**src/pkg/srs_pkg.sv**
```systemverilog
// constants and types for the system reset sequencer
package srs_pkg;
   // stabilization wait defaults to 2^15 prescaled main clock periods
   localparam int unsigned SRS_OSC_SETTLE_EXP = 15;
   localparam int unsigned SRS_OSC_SETTLE_CYC = 32'h0000_8000;
   localparam int SRS_CNT_W = 16;
   // clock divider select encoding, reset value selects fxx/8
   localparam int SRS_DIV_W = 3;
   localparam logic [2:0] SRS_DIV_BY8 = 3'h3;
   localparam logic [15:0] SRS_CNT_ZERO = 16'h0000;
   localparam logic [15:0] SRS_CNT_ONE = 16'h0001;

   typedef enum logic [1:0] {
      SRS_PIN_HOLD,   // pin or second watchdog reset active, oscillator off while the pin is low
      SRS_SETTLE,     // oscillator running, waiting for stabilization
      SRS_WDT1_HOLD,  // first watchdog reset, oscillator and cpu clock kept running
      SRS_RUN
   } srs_state_t;

   typedef struct packed {
      srs_state_t st;
      logic [15:0] cnt;
      logic osc_en;
      logic sys_clk_en;
      logic periph_clk_en;
      logic wdt2_en;
      logic cpu_run;
      logic periph_rst;
      logic io_hiz;
      logic ram_wr_block;
      logic div_load;
   } srs_regs_t;
endpackage

```
**src/rtl/srs_system_reset_sequencer.sv**
```systemverilog
// reset sequencer combining pin reset and two watchdog overflow resets
`timescale 1ns/10ps
module srs_system_reset_sequencer
   import srs_pkg::*;
#(
   parameter int unsigned SETTLE_CYC = SRS_OSC_SETTLE_CYC
)
(
   input wire logic i_clk,
   input wire logic i_sys_rst,
   input wire logic i_reset_pin_n,
   input wire logic i_wdt_one_overflow_reset,
   input wire logic i_wdt_two_overflow_reset,
   output logic o_osc_en,
   output logic o_sys_clk_en,
   output logic o_periph_clk_en,
   output logic o_wdt2_en,
   output logic o_wdt1_clk_en,
   output logic o_subclk_en,
   output logic o_cpu_run,
   output logic o_periph_rst,
   output logic o_io_hiz,
   output logic o_ram_wr_block,
   output logic o_div_load,
   output logic [SRS_DIV_W-1:0] o_div_sel
);

   // long path: pin low or watchdog two, cpu clocks stop, settle wait on release
   // short path: watchdog one alone, oscillator and cpu clock keep running, peripheral clock stops
   // a long-path request always overrides a short hold or a running wait
   // outputs change one cycle after a request is sampled
   // the settle length counts i_clk cycles, taken as the prescaled main clock
   // watchdog one releases on the first sampled edge its request is low
   // a ram write colliding with reset is the ram's business, later ones are gated
   // the subclock is never gated here, this block has no stop mode
   // the divider code is fixed; div_load marks when the divider must take it

   // a zero settle length would wrap to the longest 16-bit wait, so it counts as one
   localparam int unsigned SETTLE_USE = (SETTLE_CYC == 0) ? 1 : SETTLE_CYC;

   srs_regs_t s_r;
   srs_regs_t s_nxt;
   logic [15:0] settle_last;
   logic settle_done;

   // count runs 0..settle-1; parameter narrowed on purpose
   assign settle_last = 16'(SETTLE_USE - 1);
   // last count of the settle wait reached
   assign settle_done = (s_r.cnt == settle_last);

   // pin low or watchdog two: long path with a settle wait on release
   function automatic logic hard_req(input logic pin_n, input logic wdt_two);
      begin
         hard_req = !pin_n || wdt_two;
      end
   endfunction

   // next state of the whole sequencer
   always_comb
   begin
      s_nxt = s_r;
      s_nxt.div_load = 1'b0;
      unique case (s_r.st)
         SRS_PIN_HOLD:
         begin
            // the count stays cleared so every wait starts from zero
            s_nxt.cnt = SRS_CNT_ZERO;
            // oscillator follows the pin, even while watchdog two holds
            s_nxt.osc_en = i_reset_pin_n;
            // oscillator restarts once the pin and watchdog two are gone
            if (!hard_req(i_reset_pin_n, i_wdt_two_overflow_reset))
            begin
               s_nxt.st = SRS_SETTLE;
               s_nxt.osc_en = 1'b1;
            end
         end

         // oscillator running, cpu side still held until the count ends
         SRS_SETTLE:
         begin
            // a new long-path request restarts the wait from zero
            if (hard_req(i_reset_pin_n, i_wdt_two_overflow_reset))
            begin
               s_nxt.st = SRS_PIN_HOLD;
               s_nxt.osc_en = i_reset_pin_n;
            end
            else if (settle_done)
            begin
               // release everything together after the oscillator settled
               // so no unit sees a half-woken chip
               s_nxt.st = SRS_RUN;
               s_nxt.sys_clk_en = 1'b1;
               s_nxt.periph_clk_en = 1'b1;
               s_nxt.wdt2_en = 1'b1;
               s_nxt.cpu_run = 1'b1;
               s_nxt.periph_rst = 1'b0;
               s_nxt.io_hiz = 1'b0;
               s_nxt.ram_wr_block = 1'b0;
            end
            else
            begin
               // never passes settle_last, so 16 bits cover 2^15
               s_nxt.cnt = s_r.cnt + SRS_CNT_ONE;
            end
         end

         // watchdog one hold: oscillator and cpu clock keep running, peripheral clock stopped
         SRS_WDT1_HOLD:
         begin
            // a long-path request overrides the short hold
            if (hard_req(i_reset_pin_n, i_wdt_two_overflow_reset))
            begin
               s_nxt.st = SRS_PIN_HOLD;
               s_nxt.osc_en = i_reset_pin_n;
               s_nxt.sys_clk_en = 1'b0;
            end
            else if (!i_wdt_one_overflow_reset)
            begin
               // no settle wait: oscillator never stopped
               s_nxt.st = SRS_RUN;
               s_nxt.periph_clk_en = 1'b1;
               s_nxt.wdt2_en = 1'b1;
               s_nxt.cpu_run = 1'b1;
               s_nxt.periph_rst = 1'b0;
               s_nxt.io_hiz = 1'b0;
               s_nxt.ram_wr_block = 1'b0;
            end
         end

         SRS_RUN:
         begin
            // pin and watchdog two take priority over watchdog one
            if (hard_req(i_reset_pin_n, i_wdt_two_overflow_reset))
            begin
               // long path entry: cpu side stops, oscillator follows the pin, divider reloads
               s_nxt.st = SRS_PIN_HOLD;
               s_nxt.osc_en = i_reset_pin_n;
               s_nxt.sys_clk_en = 1'b0;
               s_nxt.periph_clk_en = 1'b0;
               s_nxt.wdt2_en = 1'b0;
               s_nxt.cpu_run = 1'b0;
               s_nxt.periph_rst = 1'b1;
               s_nxt.io_hiz = 1'b1;
               s_nxt.ram_wr_block = 1'b1;
               s_nxt.div_load = 1'b1;
            end
            else if (i_wdt_one_overflow_reset)
            begin
               // short path: oscillator and cpu clock keep running, peripheral clock stops
               s_nxt.st = SRS_WDT1_HOLD;
               s_nxt.periph_clk_en = 1'b0;
               s_nxt.wdt2_en = 1'b0;
               s_nxt.cpu_run = 1'b0;
               s_nxt.periph_rst = 1'b1;
               s_nxt.io_hiz = 1'b1;
               s_nxt.ram_wr_block = 1'b1;
               s_nxt.div_load = 1'b1;
            end
         end
      endcase
   end

   // power-on looks like a pin reset; oscillator started on release
   always_ff @(posedge i_clk or posedge i_sys_rst)
   begin
      if (i_sys_rst)
      begin
         // only constants here; long path with the oscillator off
         s_r.st <= SRS_PIN_HOLD;
         s_r.cnt <= SRS_CNT_ZERO;
         s_r.osc_en <= 1'b0;
         s_r.sys_clk_en <= 1'b0;
         s_r.periph_clk_en <= 1'b0;
         s_r.wdt2_en <= 1'b0;
         s_r.cpu_run <= 1'b0;
         s_r.periph_rst <= 1'b1;
         s_r.io_hiz <= 1'b1;
         s_r.ram_wr_block <= 1'b1;
         s_r.div_load <= 1'b1;
      end
      else
      begin
         // registered copy of the next state
         s_r <= s_nxt;
      end
   end

   // clock enables straight from the state flops
   assign o_osc_en = s_r.osc_en;
   assign o_sys_clk_en = s_r.sys_clk_en;
   assign o_periph_clk_en = s_r.periph_clk_en;
   assign o_wdt2_en = s_r.wdt2_en;
   // watchdog one clock stops only with the main oscillator
   assign o_wdt1_clk_en = s_r.osc_en;
   assign o_subclk_en = 1'b1;
   // reset side effects seen by the rest of the chip
   assign o_cpu_run = s_r.cpu_run;
   assign o_periph_rst = s_r.periph_rst;
   assign o_io_hiz = s_r.io_hiz;
   // ram gates writes while reset is held so contents survive
   assign o_ram_wr_block = s_r.ram_wr_block;
   // reload pulse and its fixed code, decoded by the divider
   assign o_div_load = s_r.div_load;
   assign o_div_sel = SRS_DIV_BY8;
endmodule
```
**config.mk**
```make
export PLATFORM = sky130hd
export DESIGN_NAME = srs_system_reset_sequencer
export DESIGN_NICKNAME = d
export VERILOG_FILES = /design/src/pkg/srs_pkg.sv /design/src/rtl/srs_system_reset_sequencer.sv
export SDC_FILE = /design/constraint.sdc
export NUM_CORES = 1
export LEC_CHECK = 0
export ABC_AREA = 1
export CORE_AREA = 3 3 65 67
export DETAILED_ROUTE_END_ITERATION = 10
export DIE_AREA = 0 0 68 70
export DONT_BUFFER_PORTS = 1
export GPL_TIMING_DRIVEN = 0
export PLACE_DENSITY_LB_ADDON = 0.15
export SLEW_MARGIN = 0
export SYNTH_ARGS = -nofsm -noshare
export SYNTH_HDL_FRONTEND = slang
export SYNTH_SLANG_ARGS = --single-unit
```
**constraint.sdc**
```tcl
create_clock -name i_clk -period 3.72 [get_ports i_clk]
set_input_delay 0.558 -clock i_clk [delete_from_list [all_inputs] [get_ports i_clk]]
set_output_delay 0.558 -clock i_clk [all_outputs]
set_load 0.005 [all_outputs]
```
# Word level (Yosys, flattened, before mapping)
# Cells that the tools add are included.
# totals
ff_bits	27
latchBits	0
ramBits	0
romBits	0
in_bits	5
out_inout_bits	14
wordCells	61
memories	0
# op_classes
add_sub_neg	1
n_mul	0
div_mod_pow	0
order_cmp	0
n_eq_ne	15
n_shift	0
n_mux	23
bitwise	0
reduce_logical	11
# op_table
op	count
16-bit 2-to-1 mux	2
16-bit case mux with 2 select lines	1
7-bit 2-to-1 mux	4
7-bit case mux with 3 select lines	1
16-bit by 1-bit adder with 16-bit output (second input constant)	1
16-bit by 15-bit == test with 1-bit output (second input constant)	1
2-bit 2-to-1 mux	8
2-bit inequality test (second input constant)	7
6-bit 2-to-1 mux	2
3-bit inequality test (second input constant)	3
2-bit case mux with 4 select lines	1
3-bit AND reduction	2
6-bit AND reduction	1
2-bit == test (second input constant)	2
4-bit AND reduction	1
1-bit 2-to-1 mux	3
1-bit case mux with 3 select lines	1
3-bit nonzero test	1
2-bit by 1-bit == test with 1-bit output (second input constant)	1
2-bit logical NOT	1
2-bit by 1-bit inequality test with 1-bit output (second input constant)	1
2-bit AND reduction	1
2-bit nonzero test	1
2-bit OR reduction	1
other kinds (2)	2

# Longest topological paths before layout
# Gate-level depths: netlist of the first run.
# depth
ltp_word	4
ltp_mapped	10
mapped_depth_nobuf	10

# Least setup slack after synthesis of the first run
# OpenSTA, ideal clock, no wires.
# synth_path
path_type	register -> register
startpoint	reg s_r[26] (netlist name)
endpoint	reg s_r, in the netlist o_wdt2_en
arrival_time_ns	1.433
slack_ns	2.170
path_stages_with_launch	10
path_buffers	0
period_less_slack_ns	1.550
cell_sequence	dfrtp_1 -> inv_1 -> ha_1 -> inv_1 -> nor2_1 -> nand3_1 -> nand2_1 -> nand2_1 -> nand2_1 -> nand2_1
# synth_via
elab_chain_len	3
elab_cells_between_ends	11
cone_classes	eq/ne: 8; mux: 1; reduce/logical: 2
# synth_rtl
element	line_no	source
from (decl)	srs_system_reset_sequencer.sv:41	srs_regs_t s_r;
from (signal assigned)	srs_system_reset_sequencer.sv:184	s_r <= s_nxt;
2-bit == test / 2-bit by 1-bit == test with 1-bit output (equally long branches)	srs_system_reset_sequencer.sv:63	unique case (s_r.st)
3-bit inequality test (no line) (tied with other cells)	-	
6-bit AND reduction (no line)	-	
# Several ways; a longest one is shown, not always the timed one.
# A chain may end at the register's enable or synchronous reset.

# Final worst setup path of the first run
# Same ends and word-level chain as after synthesis.

==> summary.md, run 1 <==
| Metric | Value |
|---|---|
| # rows | `22` |
| CTS tree | `done` |
| Layout Skew | `between 0.005 and 0.006 ns` |
| Final setup violation count | `0` |
| Pre-CTS setup slack | `around 1.9 ns` |
| Leak pwr | `about 0.86 nW` |
| Final WS setup | `1.90 ns` |
| Clock Pin Slew Worst Setup and Hold Paths | `around 0.09 ns` |
| Register bit total from synthesis | `23` |
| Post-synth EDFFs | `0` |
| Max_cap viols | `0` |
| Post-CTS setup buffers | `0` |
| Slew of the pin with the lowest slew margin | `approximately 0.9 ns` |
| Area growth, synth to finish | `6.95%` |
| HP Class | `primary input to async pin` |
| Wire length on met2 | `roughly 1.5 mm` |
| DRT met1 WL | `1.58 mm` |
| DRT Wirelength | `between 3 and 4 mm` |
| First-pass GRT wire length | `slightly below 6 mm` |
| Vias/cell | `about 4.7` |
| H-Tree Depth | `1` |
| Tmin final | `~1.8 ns` |
| Syn_area_per_cell | `about 7.2 sq um` |
| Area leader, netlist | `dfrtp_1` |
| CP max FO | `8` |
| Period utilization | `between 40% and 50%` |
| WP data required | `~3.9 ns` |
| Clock tree sinks | `23` |
| Outcome | `finished, final reports clean` |
| IO Port Bufs | `0` |
| Fillcell total | `approximately 400` |
| Drt first pass iters | `4` |
| IR drop worst, VDD | `approximately 330 uV` |
| Clock share of power | `around 18%` |
| CP startpoint kind | `flop` |
| Root buf cell | `clkbuf_8` |
| Worst-Skew Late Latency | `around 0.27 ns` |
| Initial Util | `between 40 and 50%` |
| Power share of the sequential group | `between 30% and 40%` |
| RSZ-0062 raised after global routing | `false` |
| Post_cts resized | `0` |
| Synth warn | `0` |
| Switching Share | `approximately 44%` |
| CP Class | `flop to flop` |
| HPWL Detailed | `about 2.5 mm` |
| Met3 routed WL | `around 110 um` |
| CP arrival | `approximately 2 ns` |
| Register area share after synthesis | `between 30% and 40%` |
| Finished Layout Cells | `~280` |
| CP startpoint | `s_r[26]` |
| Internal power | `between 0.0005 and 0.0006 W` |
| Synth top cells by count | `nand2_1, inv_1, nand3_1` |
| Syn Inst Count | `between 200 and 250` |
| Diode count | `0` |
| CTS max path bufs | `2` |
| Initial antenna violation count | `0` |
| Tot GR Track Use | `15.9%` |
| GPL Wtd Cong | `between 0.8 and 0.9` |
| Post-Syn Area | `1640 sq um` |
| Total number of vias | `~1300` |
| Die Footprint | `4760 sq um` |
| Congestion Overflow GR | `0` |
| Die height | `roughly 70 um` |
| Placeable Area | `approximately 3700 sq um` |
| Share of cells above drive strength 1 | `14.5%` |
| Most used DFF post-synth | `dfrtp_1` |
| Largest net degree at the start of global routing | `24` |
| Pwr/cell area | `around 520 nW/um^2` |
| Final Max Slew Viols | `0` |
| Slew HR | `40.1%` |
| Number of buffers created by CTS | `3` |
| Fin. Hold Viols | `0` |
| Max Used Layer | `met4` |
| Placed insts | `roughly 280` |
| Comb power frac | `45.2%` |
| Initial drt markers | `approximately 80` |
| Drt drc | `0` |
| Post-synth top area share | `between 30% and 40%` |
| FMAX | `548 MHz` |
| DR WL/cell | `approximately 11 um` |
| Routed Antenna Nets | `0` |
| Asr flop ratio synth | `100%` |
| R2R Path Start | `s_r[26]` |
| Hold Buf Count CTS | `0` |
| I/O pin total | `19` |
| Synth area leaders | `dfrtp_1, nand2_1, nand3_1` |
| Final-stage net count | `about 250` |
| Sw Pwr | `around 0.0004 W` |
| Count of cell types in the netlist | `27` |
| Most frequent cell after synthesis | `nand2_1` |
| Crit end category | `flop` |
| Die extent in x | `~68 um` |
| Vias in the first global route | `between 1000 and 1500` |
| Final TNS setup | `0 ns` |
-- cell usage in the layout (no fill, tap or decap), types with 3 or more instances in the layout --
cell / synthesis / layout
buf_4: 9 / 9
xor2_1: 6 / 6
a21oi_1: 3 / 3
conb_1: 2 / 4
ha_1: 7 / 7
nand2_1: 66 / 66
o21ai_2: 4 / 4
o21ai_1: 7 / 7
nand2_2: 5 / 5
nand3_1: 23 / 23
o21ai_0: 6 / 6
inv_1: 26 / 26
o21bai_1: 3 / 3
nor2_1: 22 / 22
dfrtp_1: 21 / 21
clkbuf_8: 0 / 3
nand4_1: 4 / 4
-- registers in the layout (all words and copies together) (netlist names) --
register / cells
o_io_hiz: 1
o_div_load: 1
o_wdt2_en: 1
s_r: 18
o_sys_clk_en: 1
o_osc_en: 1
-- worst paths after layout --
path	end	slack (ns)	cells past startpoint
min in group i_clk	o_osc_en	0.41	2
min reg2reg	o_io_hiz	0.49	2
min	s_r[24]	0.36	1
max	o_wdt2_en	1.90	9
max reg2reg	o_wdt2_en	1.90	9
max in group asynchronous	s_r[14]	2.81	1
-- critical path: stages (launching register included) --
cell and delay [ns]:
dfrtp_1 0.44, inv_1 0.12, ha_1 0.27, inv_1 0.19, nor2_1 0.24, nand3_1 0.10
nand2_1 0.15, nand2_1 0.10, nand2_1 0.06, nand2_1 0.04
-- layer usage --
metal	track usage [%]	vias to the layer above
met2	25.7	19
met4	3.97	0
met5	0	-
met3	3.86	4
li1	-	719
met1	20.8	590
-- kinds of logic after synthesis --
logic type	share of synthesized area, %
xor+xnor	3.21
simple gates	34.9
buf+inv	12.0
flops	35.3
compound gates	8.78
fa+ha+maj	5.35
other cells	0.459
-- cell type report --
| type | instances | area [sq um] | area share [%] |
|---|---|---|---|
| sequential | 23 | 578 | 33.0 |
| buffer | 12 | 93.8 | 5.36 |
| clock inverter | 1 | 5.00 | 0.286 |
| multi-input combinational | 169 | 871 | 49.7 |
| inverter | 27 | 103 | 5.86 |
| tap | 48 | 60.1 | 3.43 |
| clock buffer | 3 | 41.3 | 2.36 |
-- per-stage QoR --
stage / hold WS (ns) / total power, W / area (sq um) / utilization, %
6_report: 0.361 / 0.000913 / 1750 / 47.5
5_1_grt: 0.400 / 0.00100 / 1750 / 47.5
4_1_cts: 0.401 / 0.000931 / 1750 / 47.5
3_5_place_dp: 0.488 / 0.000762 / 1710 / 46.2
3_3_place_gp: 0.484 / 0.000763 / 1710 / 46.2
2_1_floorplan: 0.466 / 0.000662 / 1650 / -
-- power by group through the flow --
stage | clock (W) | combinational (W) | sequential [W]
after CTS | 0.000171 | 0.000419 | 0.000340
final | 0.000162 | 0.000413 | 0.000339
after global routing | 0.000177 | 0.000476 | 0.000348
after floorplan | 0 | 0.000329 | 0.000334
after detailed placement | 0 | 0.000417 | 0.000345
after global placement | 0 | 0.000419 | 0.000344
Note: power is estimated with default switching activity, not from simulation.
==> run 2, diff against run 1 <==
--- a/config.mk
+++ b/config.mk
@@ -5,10 +5,10 @@
 export SDC_FILE = /design/constraint.sdc
 export NUM_CORES = 1
 export LEC_CHECK = 0
-export ABC_AREA = 1
-export CORE_AREA = 3 3 65 67
+export ABC_AREA = 0
+export CORE_AREA = 3 3 62 64
 export DETAILED_ROUTE_END_ITERATION = 10
-export DIE_AREA = 0 0 68 70
+export DIE_AREA = 0 0 65 67
 export DONT_BUFFER_PORTS = 1
 export GPL_TIMING_DRIVEN = 0
 export PLACE_DENSITY_LB_ADDON = 0.15
==> constraint.sdc (replaced) <==
create_clock -name i_clk -period 1.9 [get_ports i_clk]
set_input_delay 0.285 -clock i_clk [delete_from_list [all_inputs] [get_ports i_clk]]
set_output_delay 0.285 -clock i_clk [all_outputs]
set_load 0.005 [all_outputs]
==> summary.md, run 2 <==
| Metric | Value |
|---|---|
| Outcome | `finished, final reports clean` |
| # rows | `21` |
| Asr flop ratio synth | `100%` |
| Leak pwr | `about 0.74 nW` |
| Pre-CTS setup slack | `-0.252 ns` |
| Power Total | `0.00157 W` |
| HP Class | `primary input to async pin` |
| Congestion Overflow GR | `0` |
| Initial antenna violation count | `0` |
| Drt first pass iters | `4` |
| Tot GR Track Use | `around 16%` |
| Final Max Slew Viols | `0` |
| Die Footprint | `4360 sq um` |
| Clock Pin Slew Worst Setup and Hold Paths | `around 0.15 ns` |
| Final WS setup | `around 0.0051 ns` |
| Buffer and inverter count on the worst path | `1` |
| CTS max path bufs | `2` |
| Final-stage net count | `184` |
| Total number of vias | `1233` |
| Final Util | `between 50 and 60%` |
| Max reg flops | `18` |
| Fin. Hold Viols | `0` |
| RSZ-0062 raised after global routing | `true` |
| Final TNS setup | `0 ns` |
| Hold Buf Count CTS | `0` |
| Syn Inst Count | `159` |
| Final setup violation count | `0` |
| Register bit total from synthesis | `23` |
| Post-synth EDFFs | `0` |
| Pwr/cell area | `~900 nW/um^2` |
| Synth top cells by count | `dfrtp_1, nand2_1, a21oi_1, buf_4` |
| Area growth, synth to finish | `17.1%` |
| IO Port Bufs | `0` |
| First-pass GRT wire length | `between 5 and 6 mm` |
| Initial drt markers | `53` |
| Worst-Skew Late Latency | `~0.32 ns` |
| HPWL Detailed | `2.30 mm` |
| Die height | `approximately 67 um` |
| Vias in the first global route | `1216` |
| Cells along the critical path | `inv_2 -> ha_4 -> nand3b_1 -> or4_4 -> or4_1 -> a21oi_1` |
| GPL Wtd Cong | `0.752` |
| Diode count | `0` |
| FMAX | `around 530 MHz` |
| Number of buffers created by CTS | `3` |
| Initial Util | `~45%` |
| DRT Wirelength | `3.28 mm` |
| Routed Antenna Nets | `0` |
| Tmin final | `about 1.9 ns` |
| CTS tree | `done` |
| Syn_area_per_cell | `around 9.4 sq um` |
| CP Class | `flop to flop` |
| Drt drc | `0` |
| Share of cells above drive strength 1 | `~28%` |
| CP max FO | `5` |
| DR WL/cell | `~15 um` |
| Most used DFF post-synth | `dfrtp_1` |
| Max_cap viols | `0` |
| Crit path max-delay family | `simple AND/OR/NAND/NOR gates` |
| Slew of the pin with the lowest slew margin | `about 0.9 ns` |
| CP startpoint kind | `flop` |
| Crit end category | `flop` |
| Most common cell after layout, fill and taps aside | `dfrtp_1` |
| Post-Syn Area | `around 1500 sq um` |
| Placeable Area | `about 3300 sq um` |
| Area leader, netlist | `dfrtp_1` |
| Vias/cell | `5.68` |
| Clock tree sinks | `23` |
| Post-synth top area share | `35.2%` |
| Synth area leaders | `dfrtp_1, ha_1, buf_4` |
| Root buf cell | `clkbuf_4` |
| Most frequent cells in the layout | `dfrtp_1, buf_4, nand2_1` |
| Most frequent cell after synthesis | `dfrtp_1` |
| IR drop worst, VDD | `about 360 uV` |
| Largest net degree at the start of global routing | `24` |
| Largest register by flop count | `s_r` |
| Register area share after synthesis | `38.7%` |
| Layout Skew | `around 0.014 ns` |
| WP data required | `roughly 2.2 ns` |
| CP max stage cell | `or4_4` |
| H-Tree Depth | `1` |
| CP arrival | `2.16 ns` |
| Worst path max stage delay | `around 0.50 ns` |
| Count of cell types in the netlist | `48` |
| Slew HR | `roughly two fifths` |
| Die extent in x | `65 um` |
| Period utilization | `around 100%` |
| FF-to-FF setup slack | `0.005 ns` |
| I/O pin total | `19` |
| Worst hold slack | `approximately 0.032 ns` |
| Synth warn | `0` |
## run 2: cell types whose count changed in the layout (fill, tap and decap cells not counted), sizes merged, moves of 4 or more
| cell | change |
|---|---|
| nand3 | -21 |
| or3 | +5 |
| o31ai | +7 |
| nor2 | -20 |
| inv | -18 |
| nor3 | +4 |
| nand2b | +5 |
| o21ai | -12 |
| buf | +9 |
| or4 | +5 |
| mux2i | +8 |
| a21oi | +8 |
| nand2 | -60 |
| xor2 | -5 |
## run 2: worst paths after layout
check                                    from  endpoint  cells after the start
worst min register to register         s_r[9]    s_r[9]                      1
max in group asynchronous           i_sys_rst   s_r[25]                      1
worst min-delay path                i_sys_rst   s_r[20]                      1
worst max-delay path                  s_r[26]   s_r[24]                      6
min in group i_clk              i_reset_pin_n  o_osc_en                      1
worst max register to register        s_r[26]   s_r[24]                      6
## run 2: area by class of cell
cell class	instances	area, sq um
plain buffers	13	95.1
repair buffers	8	63.8
fillers	331	1590
flip-flops and latches	23	579
clock buffers	3	22.5
multi-input cells	115	895
well taps	46	57.6
clock inverters	1	5.00
inverters	8	30.0
## run 2: report_power, final
part / switching, W / leakage (nW) / internal [W] / total, W
Combinational: 0.000384 / 0.416 / 0.000310 / 0.000694
Clock: 0.000161 / 0.0177 / 0.0000788 / 0.000240
Sequential: 0.0000691 / 0.302 / 0.000563 / 0.000632
Total: 0.000614 / 0.736 / 0.000952 / 0.00157
## run 2: cell families (layout without fill, tap and decap cells)
logic type               after synthesis  count (layout)  share of synthesized area [%]
AO/OA/AOI/OAI                         36              36                           16.7
XOR/XNOR                               1               1                          0.587
adder cells (fa/ha/maj)                7               7                           5.87
buffers and inverters                 23              33                           8.55
flip-flops                            23              23                           38.7
multiplexers                           9               9                           6.12
other                                  2               4                          0.503
AND/OR/NAND/NOR                       58              58                           23.0
## run 2: metal layers
layer | share of wire, % | track usage, % | vias to the layer above
met4 | 3.3 | 7.92 | 0
li1 | - | - | 607
met1 | 46 | 19.4 | 591
met3 | 2.9 | 3.37 | 10
met2 | 48 | 28.0 | 25
met5 | 0 | 0 | -
## run 2: what timing repair did
action,4_1_cts,5_1_grt
pin swaps,4,10
buffers inserted,5,3
gates resized for setup,8,20
setup endpoints to repair,19,19
gates cloned,0,0
## run 2: worst register-to-register path, stage by stage (launching register included)
cell,delay [ns]
dfrtp_1,0.42
inv_2,0.08
ha_4,0.13
nand3b_1,0.18
or4_4,0.51
or4_1,0.41
a21oi_1,0.13
## run 2: through the flow
step	instances	cell area, sq um
final	217	1750
after global routing	217	1750
after CTS	215	1670
after detailed placement	207	1580
after global placement	207	1580
after floorplan	161	1520
==> run 3, diff against run 2 <==
--- a/config.mk
+++ b/config.mk
@@ -12,6 +12,7 @@
 export DONT_BUFFER_PORTS = 1
 export GPL_TIMING_DRIVEN = 0
 export PLACE_DENSITY_LB_ADDON = 0.15
+export SETUP_SLACK_MARGIN = 0.1
 export SLEW_MARGIN = 0
 export SYNTH_ARGS = -nofsm -noshare
 export SYNTH_HDL_FRONTEND = slang
==> summary.md, run 3 (synthesis results as in run 2) <==
| Metric | Value |
|---|---|
| HP Class | `primary input to async pin` |
| Worst hold slack | `~0.015 ns` |
| H-Tree Depth | `1` |
| Max_cap viols | `0` |
| Drt first pass iters | `4` |
| Tot GR Track Use | `around 16%` |
| FF-to-FF setup slack | `-0.08 ns` |
| Vias in the first global route | `1152` |
| Crit path top cell by count | `or4_4` |
| Most common cell after layout, fill and taps aside | `buf_4` |
| IO Port Bufs | `0` |
| GPL Wtd Cong | `about 0.76` |
| Multi-input gate area | `~940 sq um` |
| CP arrival | `2.24 ns` |
| IR drop worst, VDD | `around 350 uV` |
| Initial antenna violation count | `0` |
| HPWL Detailed | `~2.2 mm` |
| Slew HR | `about 40%` |
| Crit end category | `flop` |
| CP Class | `flop to flop` |
| CP max FO | `5` |
| Area growth, synth to finish | `25.7%` |
| Clock Pin Slew Worst Setup and Hold Paths | `0.14 ns` |
| Die extent in x | `65 um` |
| CTS max path bufs | `2` |
| Die Footprint | `roughly 4400 sq um` |
| CP startpoint | `s_r[26]` |
| Most frequent cells in the layout | `buf_4, dfrtp_1, nand2_1` |
| Leak pwr | `a little under 0.8 nW` |
| Slew of the pin with the lowest slew margin | `~0.88 ns` |
| Drt drc | `0` |
| Clock tree sinks | `23` |
| Power Total | `approximately 0.0017 W` |
| # rows | `21` |
| Congestion Overflow GR | `0` |
| Layout Skew | `around 0.0035 ns` |
| Final WS setup | `-0.0789 ns` |
| CTS tree | `done` |
| Period utilization | `104%` |
| End of the worst register-to-register path | `s_r[24]` |
| First-pass GRT wire length | `approximately 5.4 mm` |
| Tmin final | `~2 ns` |
| Root buf cell | `clkbuf_4` |
| Fillcell total | `299` |
| Share of cells above drive strength 1 | `approximately 35%` |
| R2R cell count | `7` |
| WP data required | `between 2 and 2.5 ns` |
| Final-stage net count | `approximately 190` |
| Max reg flops | `18` |
| Sequential cell area | `579 sq um` |
| Worst path max stage delay | `roughly 0.50 ns` |
| DRT Wirelength | `around 3.3 mm` |
| Final Cell Area | `~1900 sq um` |
| R2R Path Start | `s_r[26]` |
| Placed Instance Area | `roughly 1600 sq um` |
| Worst setup path end | `s_r[24]` |
| Die height | `between 60 and 70 um` |
| Number of buffers created by CTS | `3` |
| Placeable Area | `3340 sq um` |
| CP max stage cell | `or4_4` |
| Final Max Slew Viols | `0` |
| Initial drt markers | `81` |
| I/O pin total | `19` |
| CP startpoint kind | `flop` |
| Outcome | `finished with violations` |
| DR WL/cell | `around 15 um` |
| Worst-Skew Late Latency | `about 0.32 ns` |
| Routed Antenna Nets | `0` |
| RSZ-0062 raised after global routing | `true` |
| Fin. Hold Viols | `0` |
| Pwr/cell area | `898 nW/um^2` |
| Total number of vias | `between 1000 and 1500` |
| Cells along the critical path | `inv_2 -> ha_4 -> buf_6 -> nand3b_1 -> or4_4 -> or4_4 -> a21oi_1` |
| Vias/cell | `5.59` |
| Violated checks | `setup timing` |
| Largest register by flop count | `s_r` |
| Diode count | `0` |
| FMAX | `just over 500 MHz` |
| Final Util | `a little under three fifths` |
| Initial Util | `44.7%` |
| Final setup violation count | `5` |
| Largest net degree at the start of global routing | `24` |
## run 3: how the worst min path moves through the flow
stage	slack [ns]	startpoint	cells past startpoint	end
after floorplan	0.29	i_sys_rst	1	o_osc_en
after global placement	0.41	i_reset_pin_n	1	o_osc_en
after detailed placement	0.42	i_reset_pin_n	1	o_osc_en
after CTS	0.06	i_reset_pin_n	1	o_osc_en
after global routing	0.07	i_reset_pin_n	1	o_osc_en
final	0.02	i_sys_rst	1	s_r[13]
## run 3: metal layers
| metal | up-vias | wire length (um) | GRT usage (%) |
|---|---|---|---|
| li1 | 612 | - | - |
| met1 | 619 | 1500 | 20.8 |
| met2 | 23 | 1680 | 25.9 |
| met3 | 3 | 115 | 3.04 |
| met4 | 0 | 17 | 4.22 |
| met5 | - | 0 | 0 |
## run 3: power breakdown
part	total, W	internal, W	switching [W]
logic	0.000810	0.000392	0.000419
registers	0.000634	0.000563	0.0000704
clock network	0.000241	0.0000822	0.000159
## run 3: stage by stage
stage / setup slack (ns) / instances / TNS [ns]
5_1_grt: -0.175 / 225 / -1.15
3_5_place_dp: -0.220 / 207 / -2.52
4_1_cts: -0.0689 / 218 / -0.218
6_report: -0.0789 / 225 / -0.175
3_3_place_gp: -0.238 / 207 / -2.15
2_1_floorplan: 0.0117 / 161 / 0
## run 3: worst max-delay path, delay by kind of cell, from the launching register on
kind / cells / cell delay, ns
AND/OR/NAND/NOR: 3 / 1.09
flip-flops: 1 / 0.42
buffers and inverters: 2 / 0.16
AO/OA/AOI/OAI: 1 / 0.13
adder cells (fa/ha/maj): 1 / 0.12
## run 3: repair_timing
action	4_1_cts	5_1_grt
pin swaps	9	14
resized for setup	17	23
endpoints found under the setup margin	20	19
hold buffers	0	0
setup buffers	8	7
## run 3: final cells by class
type,count,area share [%]
buffer,14,6.33
multi-input combinational,115,49.9
tap,46,3.07
timing repair buffer,15,6.80
clock buffer,4,1.40
inverter,8,1.60
sequential,23,30.9
